===== src/common/pig_pkg.sv =====
// constants for the pci interrupt generator
package pig_pkg;
    localparam int          ADDR_W      = 8;
    localparam int          DATA_W      = 32;
    localparam int          NUM_SRC     = 23;
    localparam int          NUM_LINE    = 8;
    localparam int          ROUTE_W     = 3;
    // --------------------------------------------------------------
    // register offsets
    // --------------------------------------------------------------
    localparam logic [7:0]  OFF_ENABLE  = 8'h00;
    localparam logic [7:0]  OFF_ROUTE0  = 8'h04;
    localparam logic [7:0]  OFF_ROUTE1  = 8'h08;
    localparam logic [7:0]  OFF_ROUTE2  = 8'h0C;
    localparam logic [7:0]  OFF_STATUS  = 8'h10;
    localparam logic [7:0]  OFF_CTRL    = 8'h14;
    localparam logic [7:0]  OFF_STATID  = 8'h18;
    // --------------------------------------------------------------
    // source bit positions in enable and status, fields in routes
    // --------------------------------------------------------------
    localparam int          SRC_ACFAIL  = 0;
    localparam int          SRC_SYSFAIL = 1;
    localparam int          SRC_SOFT    = 2;
    localparam int          SRC_SOFTACK = 3;
    localparam int          SRC_VMEERR  = 4;
    localparam int          SRC_PCIERR  = 5;
    localparam int          SRC_DMA     = 6;
    localparam int          SRC_VIRQ1   = 7;   // levels 1..7 at 7..13
    localparam int          SRC_LM0     = 14;  // 14..17
    localparam int          SRC_MBOX0   = 18;  // 18..21
    localparam int          SRC_OWN     = 22;
    localparam int          CTRL_HOLD   = 0;
    localparam int          CTRL_SOFT   = 1;
    localparam int          FIELDS_REG  = 8;
    // --------------------------------------------------------------
    // reset values and timing
    // --------------------------------------------------------------
    localparam logic [31:0] RST_ENABLE  = 32'h0000_0000;
    localparam logic [31:0] RST_ROUTE   = 32'h0000_0000;
    localparam int          FILT_NS     = 40;
    localparam int          CLK_NS      = 10;
    localparam int          FILT_CYC    = (FILT_NS + CLK_NS - 1) / CLK_NS;
    typedef enum logic [1:0] {
        HS_IDLE = 2'b00,
        HS_IACK = 2'b01
    } pig_hstate_t;
endpackage


===== src/hw/pig_top.sv =====
// interrupt channel: sources to eight local pci interrupt lines
`timescale 1ns/1ps
// How it works
// board user leaves lines two to seven unused
// vme requests map only to pci lines
// internal events routable to either bus; here they route to the eight pci lines only
// handler sees vme requests, runs iack cycle
// iack done signals router, line asserts
// all other sources route immediately
// eight lines, all may share one
// each source: enable bit, one route field
// enabled firing source asserts line, sets status
// status shows sources whether enabled or not
// service routine masks unrelated status bits
// failure sources level, follow their lines
// failure status cannot clear while line active
// failure inputs synchronised and filtered
// other sources are single edge events; here the inputs set status on every cycle they are high, with no edge detect
// vme event comes from status id capture
// status and line held until write one
// line zero is inta, line one serr
// ownership granted with hold set raises event
// soft iack completion raises event
// board irqs also from bus error logic
// route field is 3-bit index, lines low
module pig_top
    import pig_pkg::*;
#(
    parameter int FILT = FILT_CYC
) (
    input  wire logic                        mclk,
    input  wire logic                        arst_n,
    input  wire logic [pig_pkg::ADDR_W-1:0]  regAddr,
    input  wire logic [pig_pkg::DATA_W-1:0]  regWrData,
    input  wire logic                        regWr,
    input  wire logic                        regRd,
    output logic      [pig_pkg::DATA_W-1:0]  regRdData,
    input  wire logic                        acFail_n,
    input  wire logic                        sysFail_n,
    input  wire logic [7:1]                  vmeReqPins_n,
    output logic                             iackReq,
    output logic      [2:0]                  iackLevel,
    input  wire logic                        iackDone,
    input  wire logic [7:0]                  iackStatusId,
    input  wire logic                        softIrqAckDone,
    input  wire logic                        vmeBusErr,
    input  wire logic                        pciAbort,
    input  wire logic                        dmaDone,
    input  wire logic [3:0]                  locMonHits,
    input  wire logic [3:0]                  mailboxHits,
    input  wire logic                        vmeGranted,
    output logic      [7:0]                  pciIrqLine_n
);
    import pig_pkg::*;

    generate
        if (FILT < 1 || FILT > 255) begin : g_chk
            $error("FILT must lie in 1..255");
        end
        if (NUM_SRC > FIELDS_REG * 3) begin : g_chkSrc
            $error("NUM_SRC exceeds the route fields");
        end
        if (ROUTE_W * FIELDS_REG > 24) begin : g_chkRoute
            $error("route fields overflow a route word");
        end
        if (2 ** ROUTE_W != NUM_LINE) begin : g_chkLine
            $error("ROUTE_W must index every line");
        end
    endgenerate

    // ------------------------------------------------------------------
    // reset release
    // ------------------------------------------------------------------
    logic [1:0]              rstSync_ff;
    logic                    rst_n;

    always_ff @(posedge mclk or negedge arst_n) begin
        if (!arst_n) begin
            rstSync_ff <= 2'h0;
        end else begin
            rstSync_ff <= {rstSync_ff[0], 1'b1};
        end
    end
    assign rst_n = rstSync_ff[1];

    // ------------------------------------------------------------------
    // pin synchronisers
    // ------------------------------------------------------------------
    logic [8:0]              pinMeta_ff;
    logic [8:0]              pinSync_ff;
    logic [1:0]              failRaw;
    logic [7:1]              vmeReqSync;

    always_ff @(posedge mclk or negedge rst_n) begin
        if (!rst_n) begin
            pinMeta_ff <= 9'h000;
            pinSync_ff <= 9'h000;
        end else begin
            pinMeta_ff <= {~vmeReqPins_n, ~sysFail_n, ~acFail_n};
            pinSync_ff <= pinMeta_ff;
        end
    end
    assign failRaw    = pinSync_ff[1:0];
    assign vmeReqSync = pinSync_ff[8:2];

    // ------------------------------------------------------------------
    // failure line filters
    // ------------------------------------------------------------------
    logic [1:0]              failFilt_ff;
    logic [7:0]              failCnt_ff [2];

    genvar g;
    generate
        for (g = 0; g < 2; g++) begin : g_filt
            always_ff @(posedge mclk or negedge rst_n) begin
                if (!rst_n) begin
                    failCnt_ff[g]  <= 8'h00;
                    failFilt_ff[g] <= 1'b0;
                end else if (failRaw[g] == failFilt_ff[g]) begin
                    failCnt_ff[g]  <= 8'h00;
                end else if (failCnt_ff[g] == 8'(FILT - 1)) begin
                    failCnt_ff[g]  <= 8'h00;
                    failFilt_ff[g] <= failRaw[g];
                end else begin
                    failCnt_ff[g]  <= failCnt_ff[g] + 8'h01;
                end
            end
        end
    endgenerate

    // ------------------------------------------------------------------
    // registers
    // ------------------------------------------------------------------
    logic [NUM_SRC-1:0]      enable_ff;
    logic [31:0]             route_ff [3];
    logic [NUM_SRC-1:0]      status_ff;
    logic                    hold_ff;
    logic                    softEvt_ff;
    logic [7:0]              statId_ff;
    logic [DATA_W-1:0]       rdData_ff;
    logic [NUM_SRC-1:0]      nxt_status;
    logic [NUM_SRC-1:0]      srcEvt;
    logic [NUM_SRC-1:0]      wrClear;
    logic [7:1]              virqEvt_ff;

    function automatic logic hit(input logic [7:0] a, input logic [7:0] o);
        hit = (a == o);
    endfunction

    always_ff @(posedge mclk or negedge rst_n) begin
        if (!rst_n) begin
            enable_ff <= RST_ENABLE[NUM_SRC-1:0];
        end else if (regWr && hit(regAddr, OFF_ENABLE)) begin
            enable_ff <= regWrData[NUM_SRC-1:0];
        end
    end

    generate
        for (g = 0; g < 3; g++) begin : g_route
            always_ff @(posedge mclk or negedge rst_n) begin
                if (!rst_n) begin
                    route_ff[g] <= RST_ROUTE;
                end else if (regWr &&
                             hit(regAddr, OFF_ROUTE0 + 8'(4 * g))) begin
                    route_ff[g] <= {8'h00, regWrData[23:0]};
                end
            end
        end
    endgenerate

    always_ff @(posedge mclk or negedge rst_n) begin
        if (!rst_n) begin
            hold_ff <= 1'b0;
        end else if (regWr && hit(regAddr, OFF_CTRL)) begin
            hold_ff <= regWrData[CTRL_HOLD];
        end
    end

    // write one to the soft bit gives a single event
    always_ff @(posedge mclk or negedge rst_n) begin
        if (!rst_n) begin
            softEvt_ff <= 1'b0;
        end else begin
            softEvt_ff <= regWr && hit(regAddr, OFF_CTRL) &&
                          regWrData[CTRL_SOFT];
        end
    end

    // ------------------------------------------------------------------
    // event sources
    // ------------------------------------------------------------------
    always_comb begin
        srcEvt                     = '0;
        srcEvt[SRC_ACFAIL]         = failFilt_ff[0];
        srcEvt[SRC_SYSFAIL]        = failFilt_ff[1];
        srcEvt[SRC_SOFT]           = softEvt_ff;
        srcEvt[SRC_SOFTACK]        = softIrqAckDone;
        srcEvt[SRC_VMEERR]         = vmeBusErr;
        srcEvt[SRC_PCIERR]         = pciAbort;
        srcEvt[SRC_DMA]            = dmaDone;
        srcEvt[SRC_VIRQ1 +: 7]     = virqEvt_ff;
        srcEvt[SRC_LM0 +: 4]       = locMonHits;
        srcEvt[SRC_MBOX0 +: 4]     = mailboxHits;
        srcEvt[SRC_OWN]            = vmeGranted && hold_ff;
    end

    // ------------------------------------------------------------------
    // status: write one to clear, a new event wins over the clear
    // ------------------------------------------------------------------
    assign wrClear = (regWr && hit(regAddr, OFF_STATUS)) ?
                     regWrData[NUM_SRC-1:0] : '0;
    // set regardless of enable
    assign nxt_status = (status_ff & ~wrClear) | srcEvt;

    always_ff @(posedge mclk or negedge rst_n) begin
        if (!rst_n) begin
            status_ff <= '0;
        end else begin
            status_ff <= nxt_status;
        end
    end

    // ------------------------------------------------------------------
    // internal vme interrupt handler
    // ------------------------------------------------------------------
    pig_hstate_t             hState_ff;
    logic                    iackReq_ff;
    logic [2:0]              iackLevel_ff;
    logic [7:1]              pendLvl;
    logic [2:0]              pickLvl;

    // a level already captured waits for software to clear it
    assign pendLvl = vmeReqSync & ~status_ff[SRC_VIRQ1 +: 7] & ~virqEvt_ff;

    always_comb begin
        pickLvl = 3'h0;
        for (int i = 1; i <= 7; i++) begin
            if (pendLvl[i]) begin
                pickLvl = 3'(i);
            end
        end
    end

    always_ff @(posedge mclk or negedge rst_n) begin
        if (!rst_n) begin
            hState_ff    <= HS_IDLE;
            iackReq_ff   <= 1'b0;
            iackLevel_ff <= 3'h0;
            virqEvt_ff   <= 7'h00;
            statId_ff    <= 8'h00;
        end else begin
            virqEvt_ff <= 7'h00;
            case (hState_ff)
                HS_IDLE: begin
                    if (pickLvl != 3'h0) begin
                        iackReq_ff   <= 1'b1;
                        iackLevel_ff <= pickLvl;
                        hState_ff    <= HS_IACK;
                    end
                end
                HS_IACK: begin
                    if (iackDone) begin
                        iackReq_ff <= 1'b0;
                        statId_ff  <= iackStatusId;
                        virqEvt_ff <= 7'(1) << (iackLevel_ff - 3'h1);
                        hState_ff  <= HS_IDLE;
                    end
                end
                default: begin
                    iackReq_ff <= 1'b0;
                    hState_ff  <= HS_IDLE;
                end
            endcase
        end
    end

    // ------------------------------------------------------------------
    // routing onto the local lines
    // ------------------------------------------------------------------
    logic [71:0]             routeAll;
    logic [NUM_LINE-1:0]     lineAct;
    logic [NUM_LINE-1:0]     lineN_ff;

    // one-hot mask of the line a route field selects
    function automatic logic [NUM_LINE-1:0] lineMask(
        input logic [ROUTE_W-1:0] sel
    );
        lineMask      = '0;
        lineMask[sel] = 1'b1;
    endfunction

    assign routeAll = {route_ff[2][23:0], route_ff[1][23:0],
                       route_ff[0][23:0]};

    always_comb begin
        lineAct = '0;
        for (int i = 0; i < NUM_SRC; i++) begin
            if (status_ff[i] && enable_ff[i]) begin
                // vme requests can only land on these pci lines
                lineAct = lineAct |
                          lineMask(routeAll[ROUTE_W*i +: ROUTE_W]);
            end
        end
    end

    always_ff @(posedge mclk or negedge rst_n) begin
        if (!rst_n) begin
            lineN_ff <= 8'hFF;
        end else begin
            // line 0 feeds inta, line 1 feeds serr on the board
            lineN_ff <= ~lineAct;
        end
    end

    // ------------------------------------------------------------------
    // read port
    // ------------------------------------------------------------------
    always_ff @(posedge mclk or negedge rst_n) begin
        if (!rst_n) begin
            rdData_ff <= 32'h0000_0000;
        end else if (regRd) begin
            case (regAddr)
                OFF_ENABLE: rdData_ff <= 32'(enable_ff);
                OFF_ROUTE0: rdData_ff <= route_ff[0];
                OFF_ROUTE1: rdData_ff <= route_ff[1];
                OFF_ROUTE2: rdData_ff <= route_ff[2];
                OFF_STATUS: rdData_ff <= 32'(status_ff);
                OFF_CTRL:   rdData_ff <= 32'(hold_ff);
                OFF_STATID: rdData_ff <= {24'h000000, statId_ff};
                default:    rdData_ff <= 32'h0000_0000;
            endcase
        end else begin
            rdData_ff <= 32'h0000_0000;
        end
    end

    // ------------------------------------------------------------------
    // outputs, all straight from flip-flops
    // ------------------------------------------------------------------
    assign regRdData    = rdData_ff;
    assign iackReq      = iackReq_ff;
    assign iackLevel    = iackLevel_ff;
    assign pciIrqLine_n = lineN_ff;
endmodule


===== config.mk =====
export PLATFORM = sky130hd
export DESIGN_NAME = pig_top
export DESIGN_NICKNAME = d
export VERILOG_FILES = /design/src/common/pig_pkg.sv /design/src/hw/pig_top.sv
export SDC_FILE = /design/constraint.sdc
export NUM_CORES = 1
export LEC_CHECK = 0
export BUFFER_PORTS_ARGS = -buffer_cell sky130_fd_sc_hd__buf_2
export CAP_MARGIN = 10
export CORE_UTILIZATION = 59
export CTS_CLUSTER_DIAMETER = 100
export CTS_CLUSTER_SIZE = 24
export DETAILED_ROUTE_END_ITERATION = 10
export GPL_TIMING_DRIVEN = 0
export HOLD_SLACK_MARGIN = 0.12
export MAX_ROUTING_LAYER = met4
export PLACE_DENSITY = 0.86
export SYNTH_ARGS = -nofsm -noshare
export SYNTH_HDL_FRONTEND = slang
export SYNTH_SLANG_ARGS = --single-unit

===== constraint.sdc =====
create_clock -name mclk -period 7.97 [get_ports mclk]
set_input_delay 0.797 -clock mclk [delete_from_list [all_inputs] [get_ports mclk]]
set_output_delay 0.797 -clock mclk [all_outputs]
set_load 0.02 [all_outputs]

Word-level counts from Yosys, hierarchy flattened
Cells that the tools add are included.
{"block": "word_totals", "word_cells": 272, "in_bits": 75, "output_inout_bits": 44, "regBits": 219}
{"block": "op_classes", "eq_ne": 13, "n_lt_le_gt_ge": 46, "mux": 91, "n_bitwise": 35, "add_sub_neg": 3, "shifts": 1, "n_reduce_logical": 62}
{"operator": "8-bit 2-to-1 mux", "count": 27}
{"operator": "8-bit bitwise OR", "count": 22}
{"operator": "24-bit one-hot mux with 7 select lines", "count": 1}
{"operator": "3-bit by 4-bit less-than comparator with 1-bit output (second input constant)", "count": 23}
{"operator": "1-bit demux with 3-bit select", "count": 23}
{"operator": "3-bit by 1-bit greater-or-equal comparator with 1-bit output (second input constant)", "count": 23}
{"operator": "1-bit logical AND", "count": 54}
{"operator": "32-bit 2-to-1 mux", "count": 1}
{"operator": "1-bit 2-to-1 mux", "count": 26}
{"operator": "8-bit by 5-bit equality test with 1-bit output (second input constant)", "count": 3}
{"operator": "23-bit AND", "count": 1}
{"operator": "23-bit 2-to-1 mux", "count": 1}
{"operator": "23-bit NOT", "count": 1}
{"operator": "23-bit bitwise OR", "count": 1}
{"operator": "7-bit NOT", "count": 3}
{"operator": "3-bit 2-to-1 mux", "count": 6}
{"operator": "8-bit by 1-bit adder with 8-bit output (second input constant)", "count": 2}
{"operator": "8-bit by 2-bit equality test with 1-bit output (second input constant)", "count": 2}
{"operator": "8-bit by 4-bit equality test with 1-bit output (second input constant)", "count": 2}
{"operator": "7-bit AND", "count": 2}
{"operator": "7-bit 2-to-1 mux", "count": 2}
{"operator": "2-bit AND reduction", "count": 5}
{"operator": "8-bit by 3-bit equality test with 1-bit output (second input constant)", "count": 1}
{"operator": "8-bit zero test", "count": 1}
{"operator": "other kinds (12)", "count": 18}

Logic depth before layout (Yosys ltp)
Gate-level depths: netlist of the first run.
{"block": "logic_depth", "depth_word": 50, "mapped_depth": 7, "ltp_nobuf": 5}

Worst setup path before layout of the first run
No wires, ideal clock.
{"block": "synth_path", "path_kind": "input-to-reg", "from": "input port regAddr[2] (netlist name)", "to": "register enable_ff[10]", "path_buffers": 2, "cell_stages": 5, "required_ns": 7.845, "setup_time_ns": 0.125, "arrival_time_ns": 2.428, "slack_ns": 5.417, "cell_sequence": "buf_2 or4b_2 nor4_4 buf_4 mux2_2"}
{"block": "synth_between", "elab_chain_cells": 2}
{"item": "start: declaration", "line_no": "pig_top.sv:33", "rtl": "input wire logic [pig_pkg::ADDR_W-1:0] regAddr,"}
{"item": "8-bit zero test", "line_no": "pig_top.sv:147", "rtl": "hit = (a == o);"}
{"item": "1-bit logical AND", "line_no": "pig_top.sv:153", "rtl": "end else if (regWr && hit(regAddr, OFF_ENABLE)) begin"}
{"item": "end signal: assignment", "line_no": "pig_top.sv:152", "rtl": "enable_ff <= RST_ENABLE[NUM_SRC-1:0];"}
{"item": "end signal: assignment", "line_no": "pig_top.sv:154", "rtl": "enable_ff <= regWrData[NUM_SRC-1:0];"}
{"item": "end: declaration", "line_no": "pig_top.sv:134", "rtl": "logic [NUM_SRC-1:0] enable_ff;"}
No other way between the ends.
A chain may end at the register's enable or synchronous reset.

Worst setup path after layout of the first run
{"block": "layout_path", "from": "input port regAddr[3] (netlist name)", "to": "register rdData_ff[8] (netlist: regRdData[8])"}
{"block": "layout_between", "elab_chain_cells": 3}
{"item": "8-bit by 5-bit equality test with 1-bit output (tied with other cells)", "line_no": "pig_top.sv:322", "rtl": "case (regAddr)"}
{"item": "24-bit one-hot mux with 7 select lines (*)", "line_no": "pig_top.sv:322"}
{"item": "32-bit 2-to-1 mux (*)", "line_no": "pig_top.sv:321", "rtl": "end else if (regRd) begin"}
{"item": "end signal: assignment", "line_no": "pig_top.sv:323", "rtl": "OFF_ENABLE: rdData_ff <= 32'(enable_ff);"}
{"item": "end signal: assignment", "line_no": "pig_top.sv:324", "rtl": "OFF_ROUTE0: rdData_ff <= route_ff[0];"}
{"item": "end signal: assignment", "line_no": "pig_top.sv:325", "rtl": "OFF_ROUTE1: rdData_ff <= route_ff[1];"}
{"item": "end: declaration", "line_no": "pig_top.sv:140", "rtl": "logic [DATA_W-1:0] rdData_ff;"}
Every way passes the cells marked *; elsewhere a longest branch is shown, timed or not.

==> summary.txt, run 1 <==
Run status
  – Status: finished clean

Power
  – Sequential power share: 54.7%
  – Switching Power: 0.7555 mW
  – Switching portion of total power: 31.44%
  – Combinational share of power: 18.5%
  – Static leakage: 4.979 nW
  – Peak supply drop: 269.0 uV
  – Internal: 1.647 mW
  – Clock Power Share: 26.8%
  – Power Density: 209.0 nW/um^2

Floorplanning
  – Core ar.: 16760 sq um
  – Die area: 17930 sq um
  – Initial cell density of the core: 61.25%
  – Die Ht: 133.9 um
  – I/O pins: 119
  – Rows: 47
  – Chip width: 133.9 um

Placement
  – Detailed Place HPWL: 27.25 mm
  – PortBufs: 101
  – Placed instance area: 11130 sq um
  – Gpl congestion: 1.097

Setup path
  – Endpoint class of the critical path: flop
  – Reg-to-reg slack, setup: 5.71 ns
  – WP data arrival: 2.98 ns
  – Worst Path Required: 8.32 ns
  – Setup crit start kind: input pin
  – CP max FO: 10
  – WS Path Type: in -> reg

Clocking
  – Clock transition at path regs: 0.10 ns
  – Clock tree buffer depth: 3
  – Clk root buf: clkbuf_16
  – # H-tree levels: 1
  – Clk_lat worst skew: 0.50 ns
  – Resized Gates After CTS: 0
  – CTS buffer count: 12
  – CTS tree: done
  – Clock sinks: 209

Synthesis
  – Prevailing post-synth register cell: dfrtp_1
  – Commonest cells in the netlist: dfrtp_1 (201), mux2_2 (113), o22ai_1 (69)
  – Async S/R FF share, synth: 100.0%
  – Sequential cell area fraction in the yosys report: 51.05%
  – Avg Inst Size Synth: 11.43 sq um
  – Largest cells by area after synthesis: dfrtp_1 (49%), mux2_2 (12%), o22ai_1 (4.2%)
  – Synth Warn #: 0
  – Top-area cell type share of the netlist area: 49.00%
  – Synth Register Bits: 209
  – Count leader, synth: dfrtp_1
  – Mapped Cells: 898
  – Synth cell types: 52
  – Number of enable flip-flop cells after synthesis: 0
  – Post-synthesis cell area: 10260 sq um
  – Most area-hungry cell type in the Yosys netlist: dfrtp_1

GRT
  – Number of global-route vias before repair: 8742
  – First-pass GRT wire length: 53.59 mm
  – Gr usage total: 41.99%
  – Initial antenna violation count: 0
  – Grt total ovfl: 0
  – Largest net degree at the start of global routing: 76

Route
  – Pre-antenna DRT Iters: 6
  – Post-route ant nets: 0
  – Met2 WL: 16.92 mm
  – Highest metal used: met4
  – DRT iter0 DRCs: 1064
  – DR DRC count: 0
  – DR vias/cell: 6.906
  – Met3 wire length: 3.016 mm
  – Routed len/inst: 28.38 um
  – Via Count: 8632
  – M1 WL: 14.02 mm
  – Post-Route WL: 35.48 mm

STA
  – Fin crit period: 2.627 ns
  – Final hold violation count: 0
  – Final clock skew: 0.03571 ns
  – Achievable Freq: 380.6 MHz
  – Post-route setup TNS: 0 ns
  – Min Hold Slack: 0.3492 ns
  – Period utilisation layout: 32.96%
  – Slew Limit Headroom: 22.62%
  – Slew @ Worst Pin: 1.161 ns
  – RSZ-0062 raised after global routing: false
  – # setup viols final: 0
  – Max-slew violations: 0

Final layout
  – Fillers: 1160
  – FF+latch area: 5244 sq um
  – Final Core Density: 68.59%
  – Multi-input logic area: 4805 sq um
  – Area growth from synthesis to final layout: 11.99%
  – Share of cells above drive strength 1: 29.03%
  – Antenna fix cells: 0
  – Finished layout cell area: 11500 sq um
  – Nets@finish: 1102

Hold path
  – Class of the worst hold path: reg -> reg

Flow run
  – Max-Cap Viols: 0
[flip-flops by register name, summed over array words and instances (netlist names), 2 cells and up]
signal,flops
routeAll,72
regRdData,24
enable_ff,23
status_ff,23
failCnt_ff,16
pinMeta_ff,9
pinSync_ff,9
pciIrqLine_n,8
statId_ff,8
virqEvt_ff,7
iackLevel,3
failFilt_ff,2
rstSync_ff,2
[metal layers]
layer,GRT usage [%],vias to the layer above
li1,-,3613
met1,55.42,4307
met2,66.06,595
met3,5.707,117
met4,16.79,0
met5,-,-
[final cells by class]
cell class	instances	area share [%]
clock buffer	18	2.808
buffer	37	1.654
multi-input combinational	644	41.79
timing repair buffer	105	5.028
inverter	15	0.4898
sequential	209	45.61
tap	220	2.394
clock inverter	2	0.2177
[critical path, stage by stage]
cell and delay, ns:
buf_2 0.11, clkbuf_1 0.46, clkbuf_1 0.83, mux4_2 0.41, a22oi_1 0.28, nor2_1 0.08
[worst paths after layout]
| check | startpoint | to | depth (start not counted) |
|---|---|---|---|
| setup / recovery | regAddr[3] | regRdData[8]$_DFF_PN0_ | 6 |
| hold / removal | pinMeta_ff[0]$_DFF_PN0_ | pinSync_ff[0]$_DFF_PN0_ | 0 |
| setup reg to reg | failCnt_ff[0]$_DFF_PN0_ | failCnt_ff[5]$_DFF_PN0_ | 5 |
| hold reg to reg | pinMeta_ff[0]$_DFF_PN0_ | pinSync_ff[0]$_DFF_PN0_ | 0 |
| max in group asynchronous | rstSync_ff[1]$_DFF_PN0_ | pciIrqLine_n[4]$_DFF_PN1_ | 1 |
| min in group asynchronous | rstSync_ff[1]$_DFF_PN0_ | softEvt_ff$_DFF_PN0_ | 0 |
[logic make-up (layout without fill, tap and decap cells)]
kind of cell               Yosys count  count (layout)  synth area share [%]
AOI/OAI and AO/OA                  161             161                 10.93
xor gates and xnor gates            14              14                 1.195
adders and majority gates            3               3                0.3657
buffers and inverters               52             177                 2.401
DFF                                209             209                 51.05
muxes                              134             134                 16.28
other                                2               9               0.07316
and+or+nand+nor                    323             323                 17.70
[repair_timing]
action	4_1_cts	5_1_grt
hold buffers	1	0
buffers inserted	0	0
hold endpoints to repair	2	0
[power groups by stage]
stage          Clock (mW)  Combinational, mW  Sequential [mW]
2_1_floorplan           0              0.269             1.29
3_3_place_gp            0              0.386             1.32
3_5_place_dp            0              0.432             1.32
4_1_cts             0.647              0.437             1.30
5_1_grt             0.679              0.477             1.32
6_report            0.643              0.446             1.31
[cell usage in the layout, fill, tap and decap left out, drive strengths merged, types with 5 or more instances in the layout]
cell type	n
clkbuf	32
nor4	28
a22oi	23
a21o	26
or2	9
a21oi	9
or3b	6
nand2	53
and3	14
dfstp	8
nand3	46
o32ai	17
buf	127
xor2	12
mux2i	5
mux2	114
o22ai	69
inv	16
nand3b	26
dfrtp	201
nor3b	8
nor2	53
nand2b	45
mux4	15
conb	9
nor3	12
[stage by stage]
stage,power (mW),worst slack [ns],std cells
CTS,2.388,5.106,1249
global route,2.480,5.325,1250
global placement,1.710,-0.1371,1226
finish,2.403,5.343,1250
floorplan,1.564,1.729,905
detailed placement,1.756,4.648,1228
No activity file was read; power rests on OpenSTA's default activity.
==> run 2: changes to the inputs <==
- clock period: 7.97 -> 2.5 ns (I/O delays scaled with it)
==> run 2 against run 1 <==
The flow now finishes with violations (setup timing). Design area rose by 6.1%. Sequential cell count unchanged. Clock-buffer cell count shrank 1. Critical path depth increased by 1. Clock power grew to 3.2 times the previous value. Die area unchanged. Clock skew increased by 0.012 ns. Worst hold slack worse by 0.20 ns. Global-route usage grew 0.74 points. Cell count up 5.5%. Combinational power increased to 3.5 times the previous value. First-iteration DRC count increased by 16%. Critical path type unchanged. Largest power group unchanged.
==> summary.txt, run 2 (synthesized netlist as in run 1, its figures left out) <==
Placement
  – PortBufs: 101
  – Dpl cells: 1228
  – Place WS: -0.2361 ns
  – Detailed Place HPWL: 25.44 mm
  – Gpl congestion: 1.052
  – Placed instance area: 11130 sq um

Setup path
  – Critical-path cell list: dlygate4sd3_1 > buf_2 > nand2b_1 > nor3_1 > buf_2 > a22oi_1 > nor2_1
  – Crit path buf inv count: 3
  – Critical path's top delay family: simple AND/OR/NAND/NOR gates
  – WS Path Type: in -> reg
  – Max incr delay on CP: 1.00 ns
  – Worst Path Required: 2.88 ns
  – Setup crit start kind: input pin
  – Critical path's slowest cell: nor3_1
  – Most used cell along the critical path: buf_2
  – Endpoint class of the critical path: flop
  – CP max FO: 10
  – WP data arrival: 2.90 ns

STA
  – Period utilisation layout: 100.8%
  – Final hold violation count: 0
  – RSZ-0062 raised after global routing: false
  – Fin crit period: 2.521 ns
  – Slew @ Worst Pin: 1.298 ns
  – Setup ws final: -0.02055 ns
  – Max-slew violations: 0
  – Achievable Freq: 396.7 MHz
  – Final clock skew: 0.04770 ns
  – Slew Limit Headroom: 12.82%
  – # setup viols final: 1

Clocking
  – Post-CTS setup buffer count: 0
  – Clock tree buffer depth: 3
  – Clock sinks: 209
  – Clock transition at path regs: 0.11 ns
  – Clk_lat worst skew: 0.51 ns
  – Clk root buf: clkbuf_16
  – CTS tree: done
  – # H-tree levels: 1
  – CTS buffer count: 12

Final layout
  – FF+latch area: 5244 sq um
  – Nets@finish: 1172
  – Fin cells: 1319
  – Final Core Density: 72.79%
  – Area growth from synthesis to final layout: 18.84%
  – Most frequent cells in the layout: dfrtp_1 (200), mux2_2 (113), buf_2 (111), dlygate4sd3_1 (72), o22ai_1 (69)
  – Max reg flops: 72
  – Share of cells above drive strength 1: 27.21%
  – Antenna fix cells: 0
  – Multi-input logic area: 4805 sq um
  – Finished layout cell area: 12200 sq um
  – Fillers: 1093
  – Most common cell after layout, fill and taps aside: dfrtp_1

Route
  – Post-route ant nets: 0
  – DR vias/cell: 6.820
  – Post-Route WL: 35.94 mm
  – Pre-antenna DRT Iters: 6
  – DR DRC count: 0
  – DRT iter0 DRCs: 1231
  – Routed len/inst: 27.25 um
  – Via Count: 8995

Power
  – Internal: 5.314 mW
  – Peak supply drop: 884.2 uV
  – Static leakage: 5.239 nW
  – Combinational share of power: 19.8%
  – Switching Power: 2.470 mW
  – Clock Power Share: 26.4%
  – Power Density: 638.1 nW/um^2
  – Total power: 7.784 mW
  – Switching portion of total power: 31.74%
  – Sequential power share: 53.9%

Floorplanning
  – Die Ht: 133.9 um
  – Core ar.: 16760 sq um
  – Initial cell density of the core: 61.25%
  – I/O pins: 119
  – Rows: 47
  – Die area: 17930 sq um
  – Chip width: 133.9 um

GRT
  – Initial antenna violation count: 0
  – First-pass GRT wire length: 54.97 mm
  – Number of global-route vias before repair: 9059
  – Gr usage total: 42.73%
  – Grt total ovfl: 0
  – Largest net degree at the start of global routing: 76

Hold path
  – Class of the worst hold path: in -> reg

Flow run
  – Max-Cap Viols: 0

Run status
  – Status: finished with violations
  – Failing checks: setup timing
run 2: cell count changes in the layout (fill, tap and decap cells not counted):
| cell | change |
|---|---|
| buf_2 | -1 |
| clkbuf_1 | -2 |
| dlygate4sd3_1 | +71 |
| clkbuf_2 | +1 |
run 2: final timing paths:
path                       depth (start not counted)  slack (ns)                         to               startpoint
setup / recovery                                   7       -0.02    regRdData[15]$_DFF_PN0_               regAddr[3]
hold reg to reg                                    0        0.36    pinSync_ff[5]$_DFF_PN0_  pinMeta_ff[5]$_DFF_PN0_
max in group asynchronous                          1        1.14  pciIrqLine_n[4]$_DFF_PN1_  rstSync_ff[1]$_DFF_PN0_
hold / removal                                     4        0.15     regRdData[0]$_DFF_PN0_               regAddr[0]
min in group asynchronous                          0        0.44     regRdData[3]$_DFF_PN0_  rstSync_ff[1]$_DFF_PN0_
setup reg to reg                                   5        0.28    failCnt_ff[6]$_DFF_PN0_  failCnt_ff[0]$_DFF_PN0_
run 2: repair_timing:
item / in CTS / in global routing
endpoints found under the setup margin: 0 / 9
hold buffers: 72 / 0
resized for setup: 0 / 4
hold endpoints to repair: 143 / 0
run 2: per-layer routing:
layer | vias up | wire length [um] | GRT usage (%)
li1 | 3739 | - | -
met1 | 4497 | 14120 | 56.29
met2 | 627 | 16940 | 67.07
met3 | 132 | 3285 | 6.765
met4 | 0 | 1598 | 16.04
met5 | - | 0 | -
run 2: layout make-up:
type / instances / area share [%]
Sequential cell: 209 / 42.98
Tap cell: 220 / 2.256
Timing Repair Buffer: 175 / 10.50
Clock inverter: 2 / 0.2051
Clock buffer: 17 / 2.615
Buffer: 37 / 1.590
Multi-Input combinational cell: 644 / 39.38
Inverter: 15 / 0.4615
run 2: power groups by stage:
stage,combinational (mW),clock [mW],sequential [mW]
after CTS,1.42,2.05,4.14
after floorplan,0.858,0,4.13
after global placement,1.22,0,4.23
after global routing,1.64,2.18,4.23
after detailed placement,1.33,0,4.20
final,1.54,2.05,4.19
run 2: stage by stage:
step	hold WS, ns	setup TNS (ns)
2_1_floorplan	-0.04559	0
3_3_place_gp	0.03522	-45.83
3_5_place_dp	0.03695	-1.959
4_1_cts	0.1378	0
5_1_grt	0.1534	0
6_report	0.1459	-0.02055
run 2: worst register-to-register path, cell delays in order, from the launching register on:
cell and delay [ns]:
dfrtp_1 0.42, ha_1 0.27, or4b_2 0.60, or4_1 0.48
nand2_1 0.24, nor2_1 0.09
